File: config.mk
export PLATFORM = sky130hd
export DESIGN_NAME = core_interrupt_control
export DESIGN_NICKNAME = d
export VERILOG_FILES = /design/src/verilog/cic_pkg.sv /design/src/verilog/status_stack_if.sv /design/src/verilog/status_stack.sv /design/src/verilog/core_interrupt_control.sv
export SDC_FILE = /design/constraint.sdc
export NUM_CORES = 2
export LEC_CHECK = 0
export BUFFER_PORTS_ARGS = -buffer_cell sky130_fd_sc_hd__buf_2
export CAP_MARGIN = 40
export CELL_PAD_IN_SITES_DETAIL_PLACEMENT = 1
export CELL_PAD_IN_SITES_GLOBAL_PLACEMENT = 1
export CORE_MARGIN = 10
export CORE_UTILIZATION = 30
export DETAILED_ROUTE_END_ITERATION = 7
export PLACE_DENSITY_LB_ADDON = 0.15
export SETUP_SLACK_MARGIN = 0.2
export SYNTH_ARGS = -nofsm -noshare
export SYNTH_HDL_FRONTEND = slang
export SYNTH_HIERARCHICAL = 1
export SYNTH_SLANG_ARGS = --single-unit
File: constraint.sdc
create_clock -name CLK -period 11.6 [get_ports CLK]
set_input_delay 1.16 -clock CLK [delete_from_list [all_inputs] [get_ports CLK]]
set_output_delay 1.16 -clock CLK [all_outputs]
set_load 0.005 [all_outputs]
File: src/verilog/cic_pkg.sv
// Purpose: shared constants and types of the core interrupt control block
// Assumes: 32 core interrupts, 32-bit APB data
// Notes: addresses are byte addresses on the register bus
package cic_pkg;
  localparam int NUM_IRQ = 32;
  localparam int SID_W = 8;
  localparam int STK_DEPTH = 8;
  localparam int PTR_W = 4;
  localparam logic [4:0] SYSTEM_EVENT_IRQ_NUM = 5'h0f;
  // register byte offsets
  localparam logic [7:0] OFS_SYSCTL = 8'h00;
  localparam logic [7:0] OFS_LATCH = 8'h04;
  localparam logic [7:0] OFS_MASK = 8'h08;
  localparam logic [7:0] OFS_MASKP = 8'h0c;
  localparam logic [7:0] OFS_MODE_CONTROL_ONE = 8'h10;
  localparam logic [7:0] OFS_MODE_CONTROL_TWO = 8'h14;
  localparam logic [7:0] OFS_MODE_CLEAR_MASK = 8'h18;
  localparam logic [7:0] OFS_ARITH_STATUS_X = 8'h1c;
  localparam logic [7:0] OFS_ARITH_STATUS_Y = 8'h20;
  localparam logic [7:0] OFS_STKTOP = 8'h24;
  localparam logic [7:0] OFS_SID = 8'h28;
  // field positions
  localparam int SYSCTL_INTERNAL_VECTOR_SELECT_BIT = 0;
  localparam int SYSCTL_EXTERNAL_VECTOR_SELECT_BIT = 1;
  localparam int MODE_CONTROL_ONE_NEST_BIT = 11;
  localparam int MODE_CONTROL_ONE_GIE_BIT = 12;
  localparam int MODE_CONTROL_TWO_SELF_NEST_ENABLE_BIT = 8;
  // reset values
  localparam logic [31:0] SYSCTL_RST = 32'h0000_0000;
  localparam logic [31:0] MODE_CONTROL_ONE_RST = 32'h0000_0000;
  localparam logic [31:0] MODE_CONTROL_TWO_RST = 32'h0000_0000;
  localparam logic [31:0] MODE_CLEAR_MASK_RST = 32'h0000_1000;
  localparam logic [31:0] MASK_RST = 32'h0000_0000;
  // vector table bases and fixed reset routine address, values arbitrary
  localparam logic [31:0] IVT_L1_BASE = 32'h0009_0000;
  localparam logic [31:0] IVT_L2_BASE = 32'h0020_0000;
  localparam logic [31:0] IVT_L3_BASE = 32'h8000_0000;
  localparam logic [31:0] RESET_ADDR = 32'h0020_0004;
  localparam logic [31:0] VEC_STRIDE = 32'h0000_0004;

  typedef struct packed {
    logic [31:0] mode_control_one;
    logic [31:0] arith_status_x;
    logic [31:0] arith_status_y;
    logic [31:0] maskp;
  } stk_entry_s;
endpackage : cic_pkg

File: src/verilog/status_stack_if.sv
// Purpose: carrier between the interrupt control and its status stack
// Assumes: one clock, owner drives requests
// Notes: push and pop are single-cycle strobes
interface status_stack_if;
  import cic_pkg::*;
  logic push;
  logic pop;
  stk_entry_s push_data;
  stk_entry_s top;
  logic top_wr;
  logic [31:0] top_wdata;
  logic empty;
  logic full;
  modport owner (output push, pop, push_data, top_wr, top_wdata, input top, empty, full);
  modport stack (input push, pop, push_data, top_wr, top_wdata, output top, empty, full);
endinterface : status_stack_if

File: src/verilog/status_stack.sv
// Purpose: hardware status stack of mode, arithmetic status and mask pointer
// Assumes: owner never pushes when full nor pops when empty
// Notes: top mode field writable in place
module status_stack import cic_pkg::*; (
  input wire logic CLK,
  input wire logic RST,
  status_stack_if.stack stk
);
  stk_entry_s mem_q [STK_DEPTH];
  logic [PTR_W-1:0] cnt_q;
  logic [PTR_W-1:0] top_idx;

  assign top_idx = cnt_q - 4'h1;
  assign stk.empty = (cnt_q == 4'h0);
  assign stk.full = (cnt_q == 4'(STK_DEPTH));
  assign stk.top = stk.empty ? '0 : mem_q[top_idx[2:0]];

  always_ff @(posedge CLK) begin
    if (RST) begin
      cnt_q <= 4'h0;
    end else if (stk.push && !stk.full) begin
      cnt_q <= cnt_q + 4'h1;
    end else if (stk.pop && !stk.empty) begin
      cnt_q <= cnt_q - 4'h1;
    end
  end

  always_ff @(posedge CLK) begin
    if (stk.push && !stk.full) begin
      mem_q[cnt_q[2:0]] <= stk.push_data;
    end else if (stk.top_wr && !stk.empty) begin
      mem_q[top_idx[2:0]].mode_control_one <= stk.top_wdata;
    end
  end
endmodule : status_stack

File: src/verilog/core_interrupt_control.sv
// Purpose: core interrupt latch, masking, nesting, status push and event-controller link
// Assumes: RTI_EXEC and CLEAR_IRQ_JUMP_EXEC are one-cycle strobes from the sequencer
// Notes: registers over APB, zero wait states, two-cycle transfers
// Notes on behaviour
// RULE_01: vector base chosen from external and internal select bits, three locations.
// RULE_02: reset routine address is a fixed constant, independent of selects.
// RULE_03: internal select set forces table into internal RAM; clear means L2 ROM, or L3 when external select is set.
// RULE_04: latch, mask, mask-pointer registers, bit index equals interrupt number.
// RULE_05: one latch register holds all interrupt latch bits.
// RULE_06: every interrupt entry pushes both arithmetic status and first mode register.
// RULE_07: after push, first mode bits set in clear mask are cleared.
// RULE_08: global enable cleared by entry takes hold before any preemption.
// RULE_09: return and clear-interrupt jump both pop the status stack.
// RULE_10: self-nest enable in second mode register applies to system event only.
// RULE_11: with self-nest, system event may latch while its routine runs.
// RULE_12: self-nesting keeps system event unmasked, lower ones masked.
// RULE_13: system event entry pushes old mask pointer, then sets its bit.
// RULE_14: return from self-nested system event leaves normal pointer clearing aside.
// RULE_15: implicit mask derived from lowest set mask-pointer bit in nest mode.
// RULE_16: system event preempts itself only with global, nest and self-nest set.
// RULE_17: nesting and self-nesting enabled independently by their own bits.
// RULE_18: without self-nest, system event not latched during its own routine.
// RULE_19: control bit changes act within one cycle.
// RULE_20: status stack top mode value readable and writable as a register.
// RULE_21: source identifier read returns the controller's current value.
// RULE_22: any write to source identifier sends an acknowledge pulse.
// RULE_23: lower interrupt number wins when several are pending.
//
// The placing of the registers and the APB interface to the registers were left to the implementer.
module core_interrupt_control import cic_pkg::*; (
  input wire logic CLK,
  input wire logic RST,
  input wire logic PSEL,
  input wire logic PENABLE,
  input wire logic PWRITE,
  input wire logic [7:0] PADDR,
  input wire logic [31:0] PWDATA,
  output logic [31:0] PRDATA,
  output logic PREADY,
  output logic PSLVERR,
  input wire logic [NUM_IRQ-1:0] IRQ_IN,
  input wire logic SEC_IRQ,
  input wire logic [SID_W-1:0] SEC_SID,
  output logic SEC_ACK,
  input wire logic RTI_EXEC,
  input wire logic CLEAR_IRQ_JUMP_EXEC,
  output logic VEC_TAKE,
  output logic [4:0] VEC_NUM,
  output logic [31:0] VEC_ADDR,
  output logic [31:0] RESET_VECTOR
);
  status_stack_if stk ();

  status_stack u_stack (
    .CLK(CLK),
    .RST(RST),
    .stk(stk.stack)
  );

  // returns {none, index} of the lowest set bit
  function automatic logic [5:0] lowest_set(input logic [31:0] v);
    logic [5:0] r;
    r = 6'h20;
    for (int i = NUM_IRQ - 1; i >= 0; i--) begin
      if (v[i]) begin
        r = {1'b0, 5'(i)};
      end
    end
    return r;
  endfunction : lowest_set

  function automatic logic [31:0] implicit_mask(input logic [31:0] mp, input logic nest, input logic self_nest_enable);
    logic [5:0] lo;
    logic [31:0] m;
    lo = lowest_set(mp);
    if (lo[5]) begin
      m = 32'h0000_0000;
    end else if (!nest) begin
      m = 32'hffff_ffff;
    end else if (self_nest_enable && lo[4:0] == SYSTEM_EVENT_IRQ_NUM) begin
      m = 32'hffff_ffff << (SYSTEM_EVENT_IRQ_NUM + 5'h1);
    end else begin
      m = 32'hffff_ffff << lo[4:0];
    end
    return m;
  endfunction : implicit_mask

  function automatic logic addr_ok(input logic [7:0] a);
    return (a <= OFS_SID) && (a[1:0] == 2'b00);
  endfunction : addr_ok

  logic [31:0] sysctl_q;
  logic [31:0] latch_q;
  logic [31:0] latch_d;
  logic [31:0] mask_q;
  logic [31:0] maskp_q;
  logic [31:0] maskp_d;
  logic [31:0] mode_control_one_q;
  logic [31:0] mode_control_one_d;
  logic [31:0] mode_control_two_q;
  logic [31:0] mode_clear_mask_q;
  logic [31:0] arith_status_x_q;
  logic [31:0] arith_status_x_d;
  logic [31:0] arith_status_y_q;
  logic [31:0] arith_status_y_d;
  logic [31:0] prdata_q;
  logic sec_ack_q;
  logic vec_take_q;
  logic [4:0] vec_num_q;
  logic [31:0] vec_addr_q;
  logic wr;
  logic setup;
  logic gie;
  logic nest;
  logic self_nest_enable;
  logic pop;
  logic take;
  logic [31:0] imp_mask;
  logic [31:0] pending;
  logic [5:0] pick;
  logic [5:0] cur;
  logic [31:0] events;
  logic [31:0] ivt_base;

  assign wr = PSEL && PENABLE && PWRITE && addr_ok(PADDR);
  assign setup = PSEL && !PENABLE;
  assign PREADY = PSEL && PENABLE;
  assign PSLVERR = PSEL && PENABLE && !addr_ok(PADDR);
  assign PRDATA = prdata_q;
  assign SEC_ACK = sec_ack_q;
  assign VEC_TAKE = vec_take_q;
  assign VEC_NUM = vec_num_q;
  assign VEC_ADDR = vec_addr_q;
  assign RESET_VECTOR = RESET_ADDR; // RULE_02

  // control bits read straight from registers: a write acts on the next cycle
  assign gie = mode_control_one_q[MODE_CONTROL_ONE_GIE_BIT]; // RULE_19
  assign nest = mode_control_one_q[MODE_CONTROL_ONE_NEST_BIT]; // RULE_17
  assign self_nest_enable = mode_control_two_q[MODE_CONTROL_TWO_SELF_NEST_ENABLE_BIT]; // RULE_10

  always_comb begin
    if (sysctl_q[SYSCTL_INTERNAL_VECTOR_SELECT_BIT]) begin
      ivt_base = IVT_L1_BASE; // RULE_03
    end else if (sysctl_q[SYSCTL_EXTERNAL_VECTOR_SELECT_BIT]) begin
      ivt_base = IVT_L3_BASE; // RULE_01
    end else begin
      ivt_base = IVT_L2_BASE; // RULE_01
    end
  end

  assign imp_mask = implicit_mask(maskp_q, nest, self_nest_enable); // RULE_15
  assign pending = latch_q & mask_q & ~imp_mask & {32{gie}}; // RULE_16
  assign pick = lowest_set(pending); // RULE_23
  assign cur = lowest_set(maskp_q);
  assign pop = (RTI_EXEC || CLEAR_IRQ_JUMP_EXEC) && !stk.empty; // RULE_09
  // a pop owns the stack for its cycle, entry waits one cycle
  assign take = !pick[5] && !pop && !stk.full;

  always_comb begin
    events = IRQ_IN;
    events[SYSTEM_EVENT_IRQ_NUM] = SEC_IRQ && (!maskp_q[SYSTEM_EVENT_IRQ_NUM] || self_nest_enable); // RULE_18 RULE_11
  end

  assign stk.push = take; // RULE_06
  assign stk.pop = pop;
  assign stk.push_data = '{mode_control_one: mode_control_one_q, arith_status_x: arith_status_x_q, arith_status_y: arith_status_y_q, maskp: maskp_q}; // RULE_13
  assign stk.top_wr = wr && PADDR == OFS_STKTOP; // RULE_20
  assign stk.top_wdata = PWDATA;

  // software writes first, hardware clearing of the taken bit next, new events win
  always_comb begin
    latch_d = latch_q;
    if (wr && PADDR == OFS_LATCH) begin
      latch_d = PWDATA;
    end
    if (take) begin
      latch_d[pick[4:0]] = 1'b0;
    end
    latch_d = latch_d | events; // RULE_05
  end

  always_comb begin
    maskp_d = maskp_q;
    if (wr && PADDR == OFS_MASKP) begin
      maskp_d = PWDATA;
    end
    if (pop) begin
      if (RTI_EXEC && self_nest_enable && !cur[5] && cur[4:0] == SYSTEM_EVENT_IRQ_NUM) begin
        maskp_d = stk.top.maskp; // RULE_14
      end else if (!cur[5]) begin
        maskp_d[cur[4:0]] = 1'b0;
      end
    end else if (take) begin
      maskp_d[pick[4:0]] = 1'b1; // RULE_13 RULE_12
    end
  end

  always_comb begin
    mode_control_one_d = mode_control_one_q;
    arith_status_x_d = arith_status_x_q;
    arith_status_y_d = arith_status_y_q;
    if (wr && PADDR == OFS_MODE_CONTROL_ONE) begin
      mode_control_one_d = PWDATA;
    end
    if (wr && PADDR == OFS_ARITH_STATUS_X) begin
      arith_status_x_d = PWDATA;
    end
    if (wr && PADDR == OFS_ARITH_STATUS_Y) begin
      arith_status_y_d = PWDATA;
    end
    if (pop) begin
      mode_control_one_d = stk.top.mode_control_one; // RULE_09
      arith_status_x_d = stk.top.arith_status_x;
      arith_status_y_d = stk.top.arith_status_y;
    end else if (take) begin
      mode_control_one_d = mode_control_one_q & ~mode_clear_mask_q; // RULE_07 RULE_08
    end
  end

  always_ff @(posedge CLK) begin
    if (RST) begin
      latch_q <= 32'h0000_0000;
      maskp_q <= 32'h0000_0000;
      mode_control_one_q <= MODE_CONTROL_ONE_RST;
      arith_status_x_q <= 32'h0000_0000;
      arith_status_y_q <= 32'h0000_0000;
    end else begin
      latch_q <= latch_d; // RULE_04
      maskp_q <= maskp_d;
      mode_control_one_q <= mode_control_one_d;
      arith_status_x_q <= arith_status_x_d;
      arith_status_y_q <= arith_status_y_d;
    end
  end

  always_ff @(posedge CLK) begin
    if (RST) begin
      sysctl_q <= SYSCTL_RST;
      mask_q <= MASK_RST;
      mode_control_two_q <= MODE_CONTROL_TWO_RST;
      mode_clear_mask_q <= MODE_CLEAR_MASK_RST;
    end else if (wr) begin
      case (PADDR)
        OFS_SYSCTL: sysctl_q <= {30'h0, PWDATA[1:0]};
        OFS_MASK: mask_q <= PWDATA; // RULE_04
        OFS_MODE_CONTROL_TWO: mode_control_two_q <= PWDATA;
        OFS_MODE_CLEAR_MASK: mode_clear_mask_q <= PWDATA;
        default: ;
      endcase
    end
  end

  // read data is captured in the setup cycle and held through the access
  always_ff @(posedge CLK) begin
    if (RST) begin
      prdata_q <= 32'h0000_0000;
    end else if (setup && !PWRITE) begin
      case (PADDR)
        OFS_SYSCTL: prdata_q <= sysctl_q;
        OFS_LATCH: prdata_q <= latch_q;
        OFS_MASK: prdata_q <= mask_q;
        OFS_MASKP: prdata_q <= maskp_q;
        OFS_MODE_CONTROL_ONE: prdata_q <= mode_control_one_q;
        OFS_MODE_CONTROL_TWO: prdata_q <= mode_control_two_q;
        OFS_MODE_CLEAR_MASK: prdata_q <= mode_clear_mask_q;
        OFS_ARITH_STATUS_X: prdata_q <= arith_status_x_q;
        OFS_ARITH_STATUS_Y: prdata_q <= arith_status_y_q;
        OFS_STKTOP: prdata_q <= stk.top.mode_control_one; // RULE_20
        OFS_SID: prdata_q <= {24'h0, SEC_SID}; // RULE_21
        default: prdata_q <= 32'h0000_0000;
      endcase
    end
  end

  always_ff @(posedge CLK) begin
    if (RST) begin
      sec_ack_q <= 1'b0;
    end else begin
      sec_ack_q <= wr && PADDR == OFS_SID; // RULE_22
    end
  end

  always_ff @(posedge CLK) begin
    if (RST) begin
      vec_take_q <= 1'b0;
      vec_num_q <= 5'h00;
      vec_addr_q <= 32'h0000_0000;
    end else begin
      vec_take_q <= take;
      if (take) begin
        vec_num_q <= pick[4:0];
        vec_addr_q <= ivt_base + VEC_STRIDE * {27'h0, pick[4:0]}; // RULE_01
      end
    end
  end
endmodule : core_interrupt_control

==> tab_implementation.tex <==
\begin{tabular}{lr}
\hline
Metric & Value \\
\hline
\multicolumn{2}{l}{\textbf{Place}} \\
\quad Cells after DPL & 6780 \\
\quad I/O Buffers & 136 \\
\quad HPWL after detailed placement & 144 mm \\
\quad Cell Area, Placed & 61800 um2 \\
\quad Weighted congestion reported at the end of routability-driven placement & 0.902 \\
\multicolumn{2}{l}{\textbf{Synthesis}} \\
\quad Number of distinct library cell variants in the gate-level netlist after synthesis & 92 \\
\quad Most common flop cell mapped by yosys & edfxtp\_1 \\
\quad Total number of yosys warnings & 6 \\
\quad Async set-reset flop share out of synthesis & 0\% \\
\quad Dominant cells by area after synthesis & edfxtp\_1 (53\%), dfxtp\_1 (10\%), mux4\_2 (9.9\%) \\
\quad Gate count of the mapped netlist & 4325 \\
\quad Average instance area after synthesis & 13.4 um2 \\
\quad Top cell type's share of synthesized area & 52.9\% \\
\quad Cell area after technology mapping & 58100 um2 \\
\quad Count of state elements after synthesis & 1328 \\
\quad Post-synthesis cell type with the largest combined area & edfxtp\_1 \\
\quad EDFF count, synth & 1024 \\
\quad Proportion of synthesized chip area in sequential cells & 63.4\% \\
\multicolumn{2}{l}{\textbf{Pwr}} \\
\quad Internal power & 8.82 mW \\
\quad Pwr Density & 192 nW/um2 \\
\quad Leakage power summed over all cells & 22.0 nW \\
\quad Combinational group share of total power & 17.9\% \\
\quad Net switching power & 4.00 mW \\
\quad Worst supply voltage drop on vdd & 197 uV \\
\quad Seq pwr share & 44.7\% \\
\quad Sw Share & 31.2\% \\
\quad Power share of the clock group & 37.4\% \\
\multicolumn{2}{l}{\textbf{Floorplanning}} \\
\quad Vert. Die Dim & 460 um \\
\quad CORE AREA & 193000 um2 \\
\quad Row count & 161 \\
\quad Die X & 460 um \\
\quad Area enclosed by the die boundary & 212000 um2 \\
\quad Number of I/O pins & 193 \\
\quad Starting density of the core & 30.2\% \\
\multicolumn{2}{l}{\textbf{Worst hold path}} \\
\quad Launch instance of the worst min-delay path & mode\_control\_two\_q[15]\$\_SDFFE\_PP0P\_ \\
\quad Type of the worst min-delay path & reg2reg \\
\multicolumn{2}{l}{\textbf{Detailed routing}} \\
\quad Routed vias & 39400 \\
\quad Number of DRC markers after the initial detailed-route iteration & 3570 \\
\quad Final wirelength & 229 mm \\
\quad Detail-routed via count per cell & 5.58 \\
\quad Average wire per cell in the routed design & 32.3 um \\
\quad Antenna violation net count after detailed routing & 0 \\
\quad DR pass1 iterations & 5 \\
\quad DRC violation count after routing & 0 \\
\multicolumn{2}{l}{\textbf{Global route}} \\
\quad Initial antenna violation count & 21 \\
\quad Congestion Overflow GR & 0 \\
\quad Total routing usage reported by global routing & 21.1\% \\
\quad First-pass GRT wire length & 322 mm \\
\quad Maximum number of pins on one net before global-route repair & 145 \\
\quad Vias in the first global route & 40600 \\
\multicolumn{2}{l}{\textbf{Timing}} \\
\quad Hold violation total from the final report & 0 \\
\quad Final worst path period need & 7.33 ns \\
\quad Slew @ Worst Pin & 0.981 ns \\
\quad Setup TNS & 0 ns \\
\quad Setup repair after global routing missed its margin & no \\
\quad Final max-slew violation count & 0 \\
\quad Final Skew & 0.0523 ns \\
\quad Final setup violation count & 0 \\
\quad Max-slew headroom at the worst pin & 34.6\% \\
\quad Maximum achievable frequency & 0.136 GHz \\
\quad Final cycle utilization of the critical path & 63.2\% \\
\multicolumn{2}{l}{\textbf{Clocking}} \\
\quad Register clock-pin slew on the reported worst setup and hold paths & 0.05 ns \\
\quad Count of clock tree sinks & 1328 \\
\quad TritonCTS clock tree & built \\
\quad Number of buffers between clock root and the deepest sink & 3 \\
\quad Clock latency at the later pin of the worst-skew pair & 0.83 ns \\
\quad Total number of H-tree levels & 4 \\
\quad CTS hold repair buffers & 0 \\
\quad Post CTS Setup Buffer Count & 0 \\
\quad Cell at the root of the clock tree & clkbuf\_16 \\
\quad Number of buffers inserted during clock tree synthesis & 155 \\
\quad CTS resizes & 0 \\
\multicolumn{2}{l}{\textbf{Worst setup path}} \\
\quad Crit path max-delay cell type & a21oi\_4 \\
\quad Worst path buffer plus inverter count & 2 \\
\quad Critical path startpoint category & flip-flop \\
\quad Path type of the worst setup path & reg2reg \\
\quad Crit path max fanout & 44 \\
\quad Largest delay contributor family on the critical path & compound AO/OA/AOI/OAI gates \\
\quad Beginning of the worst register-to-register path & maskp\_q[1]\$\_SDFF\_PP0\_ \\
\quad Critical path endpoint category & flip-flop \\
\quad Cell breakdown of the critical path & nor2\_1 -> nand2\_1 -> a21boi\_1 -> buf\_4 -> o41a\_1 -> a221o\_1 -> nand3\_1 -> nor2\_1 -> a31oi\_4 -> or4b\_1 -> o21ai\_0 -> o21ai\_1 -> a21oi\_4 -> buf\_4 \\
\quad CP Launch Point & maskp\_q[1]\$\_SDFF\_PP0\_ \\
\quad Required time of the worst setup path & 12.00 ns \\
\quad Largest stage delay, worst path & 0.79 ns \\
\quad Worst endpoint data arrival time & 7.73 ns \\
\multicolumn{2}{l}{\textbf{Run status}} \\
\quad Status & finished, final reports clean \\
\multicolumn{2}{l}{\textbf{Finish}} \\
\quad Most frequent cells in the layout & edfxtp\_1 (1024), nand2\_1 (606), a21oi\_1 (349) \\
\quad Leading cell type in the layout, fill and taps excluded & edfxtp\_1 \\
\quad Finished Cell Area & 66700 um2 \\
\quad Area delta synth->final & 14.9\% \\
\quad NumNets Final & 4501 \\
\quad Fraction of final layout cells with drive strength greater than 1 & 19.1\% \\
\quad Non-filler cells in the finished layout & 7072 \\
\multicolumn{2}{l}{\textbf{Flow run}} \\
\quad Max-cap violations & 0 \\
\hline
\end{tabular}
Yosys cell counts (all sizes together) (39+ instances only):
cell	instances
o21ai	87
nand2b	53
o211ai	48
a21oi	357
a311oi	75
edfxtp	1024
buf	176
nand2	612
inv	43
nor2	211
a211oi	50
nand3	108
dfxtp	304
clkbuf	217
mux4	256
a22oi	39
and2	104
mux2i	61
registers in the layout, summed over array words and instances, names as in the netlist, 32 cells and up:
name                cells
mode_clear_mask_q      32
u_stack/mem_q        1024
latch_q                32
mode_control_two_q     32
mode_control_one_q     32
PRDATA                 32
maskp_q                32
mask_q                 32
arith_status_y_q       32
arith_status_x_q       32
path summary, 6_finish.rpt:
path / endpoint / slack (ns) / cells past startpoint
worst max-delay path: u_stack/mem_q[3][69]$_DFFE_PP_ / 4.27 / 14
worst min-delay path: mode_control_two_q[15]$_SDFFE_PP0P_ / 0.46 / 2
worst max register to register: u_stack/mem_q[3][69]$_DFFE_PP_ / 4.27 / 14
worst min register to register: mode_control_two_q[15]$_SDFFE_PP0P_ / 0.46 / 2
power by group through the flow:
stage / clock network [mW] / registers (mW) / logic (mW)
after global placement: 0 / 5.82 / 2.24
after floorplan: 0 / 5.66 / 1.37
after detailed placement: 0 / 5.82 / 2.28
after CTS: 4.91 / 5.72 / 2.28
final: 4.80 / 5.73 / 2.29
after global routing: 5.11 / 5.73 / 2.46
per-layer routing:
layer | wire, um | vias up | global-route usage (%)
li1 | - | 16800 | -
met1 | 99200 | 21100 | 28.2
met2 | 109000 | 1192 | 35.0
met3 | 11600 | 331 | 2.93
met4 | 8580 | 12 | 7.37
met5 | 78 | - | 0
worst min-delay path: stages (launching register included):
cell     delay (ns)
dfxtp_1        0.31
nand2_1        0.05
a21oi_1        0.05
cells by family (layout without fill, tap and decap cells):
logic type	count (synthesis)	count (layout)	share of synthesized area, %
flip-flops	1328	1328	63.4
AND/OR/NAND/NOR	1239	1239	9.89
AO/OA/AOI/OAI	960	960	11.2
buffers and inverters	436	601	3.70
multiplexers	355	355	11.7
XOR/XNOR	3	3	0.0452
adder cells (fa/ha/maj)	2	2	0.0431
other	2	58	0.0129
metrics by stage:
| step | hold WS (ns) | setup slack [ns] | utilization (%) | total power [mW] |
|---|---|---|---|---|
| floorplan | 0.436 | 2.59 | - | 7.03 |
| global placement | 0.442 | 4.39 | 31.9 | 8.06 |
| detailed placement | 0.447 | 4.33 | 32.1 | 8.10 |
| CTS | 0.456 | 4.29 | 34.7 | 12.9 |
| global route | 0.479 | 3.87 | 34.7 | 13.3 |
| finish | 0.457 | 4.27 | 34.7 | 12.8 |
area by class of cell:
| cell class | instances | area [um2] |
|---|---|---|
| multi-input cells | 2614 | 19700 |
| well taps | 2526 | 3160 |
| repair buffers | 269 | 1930 |
| clock inverters | 80 | 709 |
| diodes | 3 | 7.51 |
| flip-flops and latches | 1328 | 36800 |
| inverters | 43 | 161 |
| fillers | 20200 | 126000 |
| clock buffers | 209 | 4270 |
No activity file was read; power rests on OpenSTA's default activity.
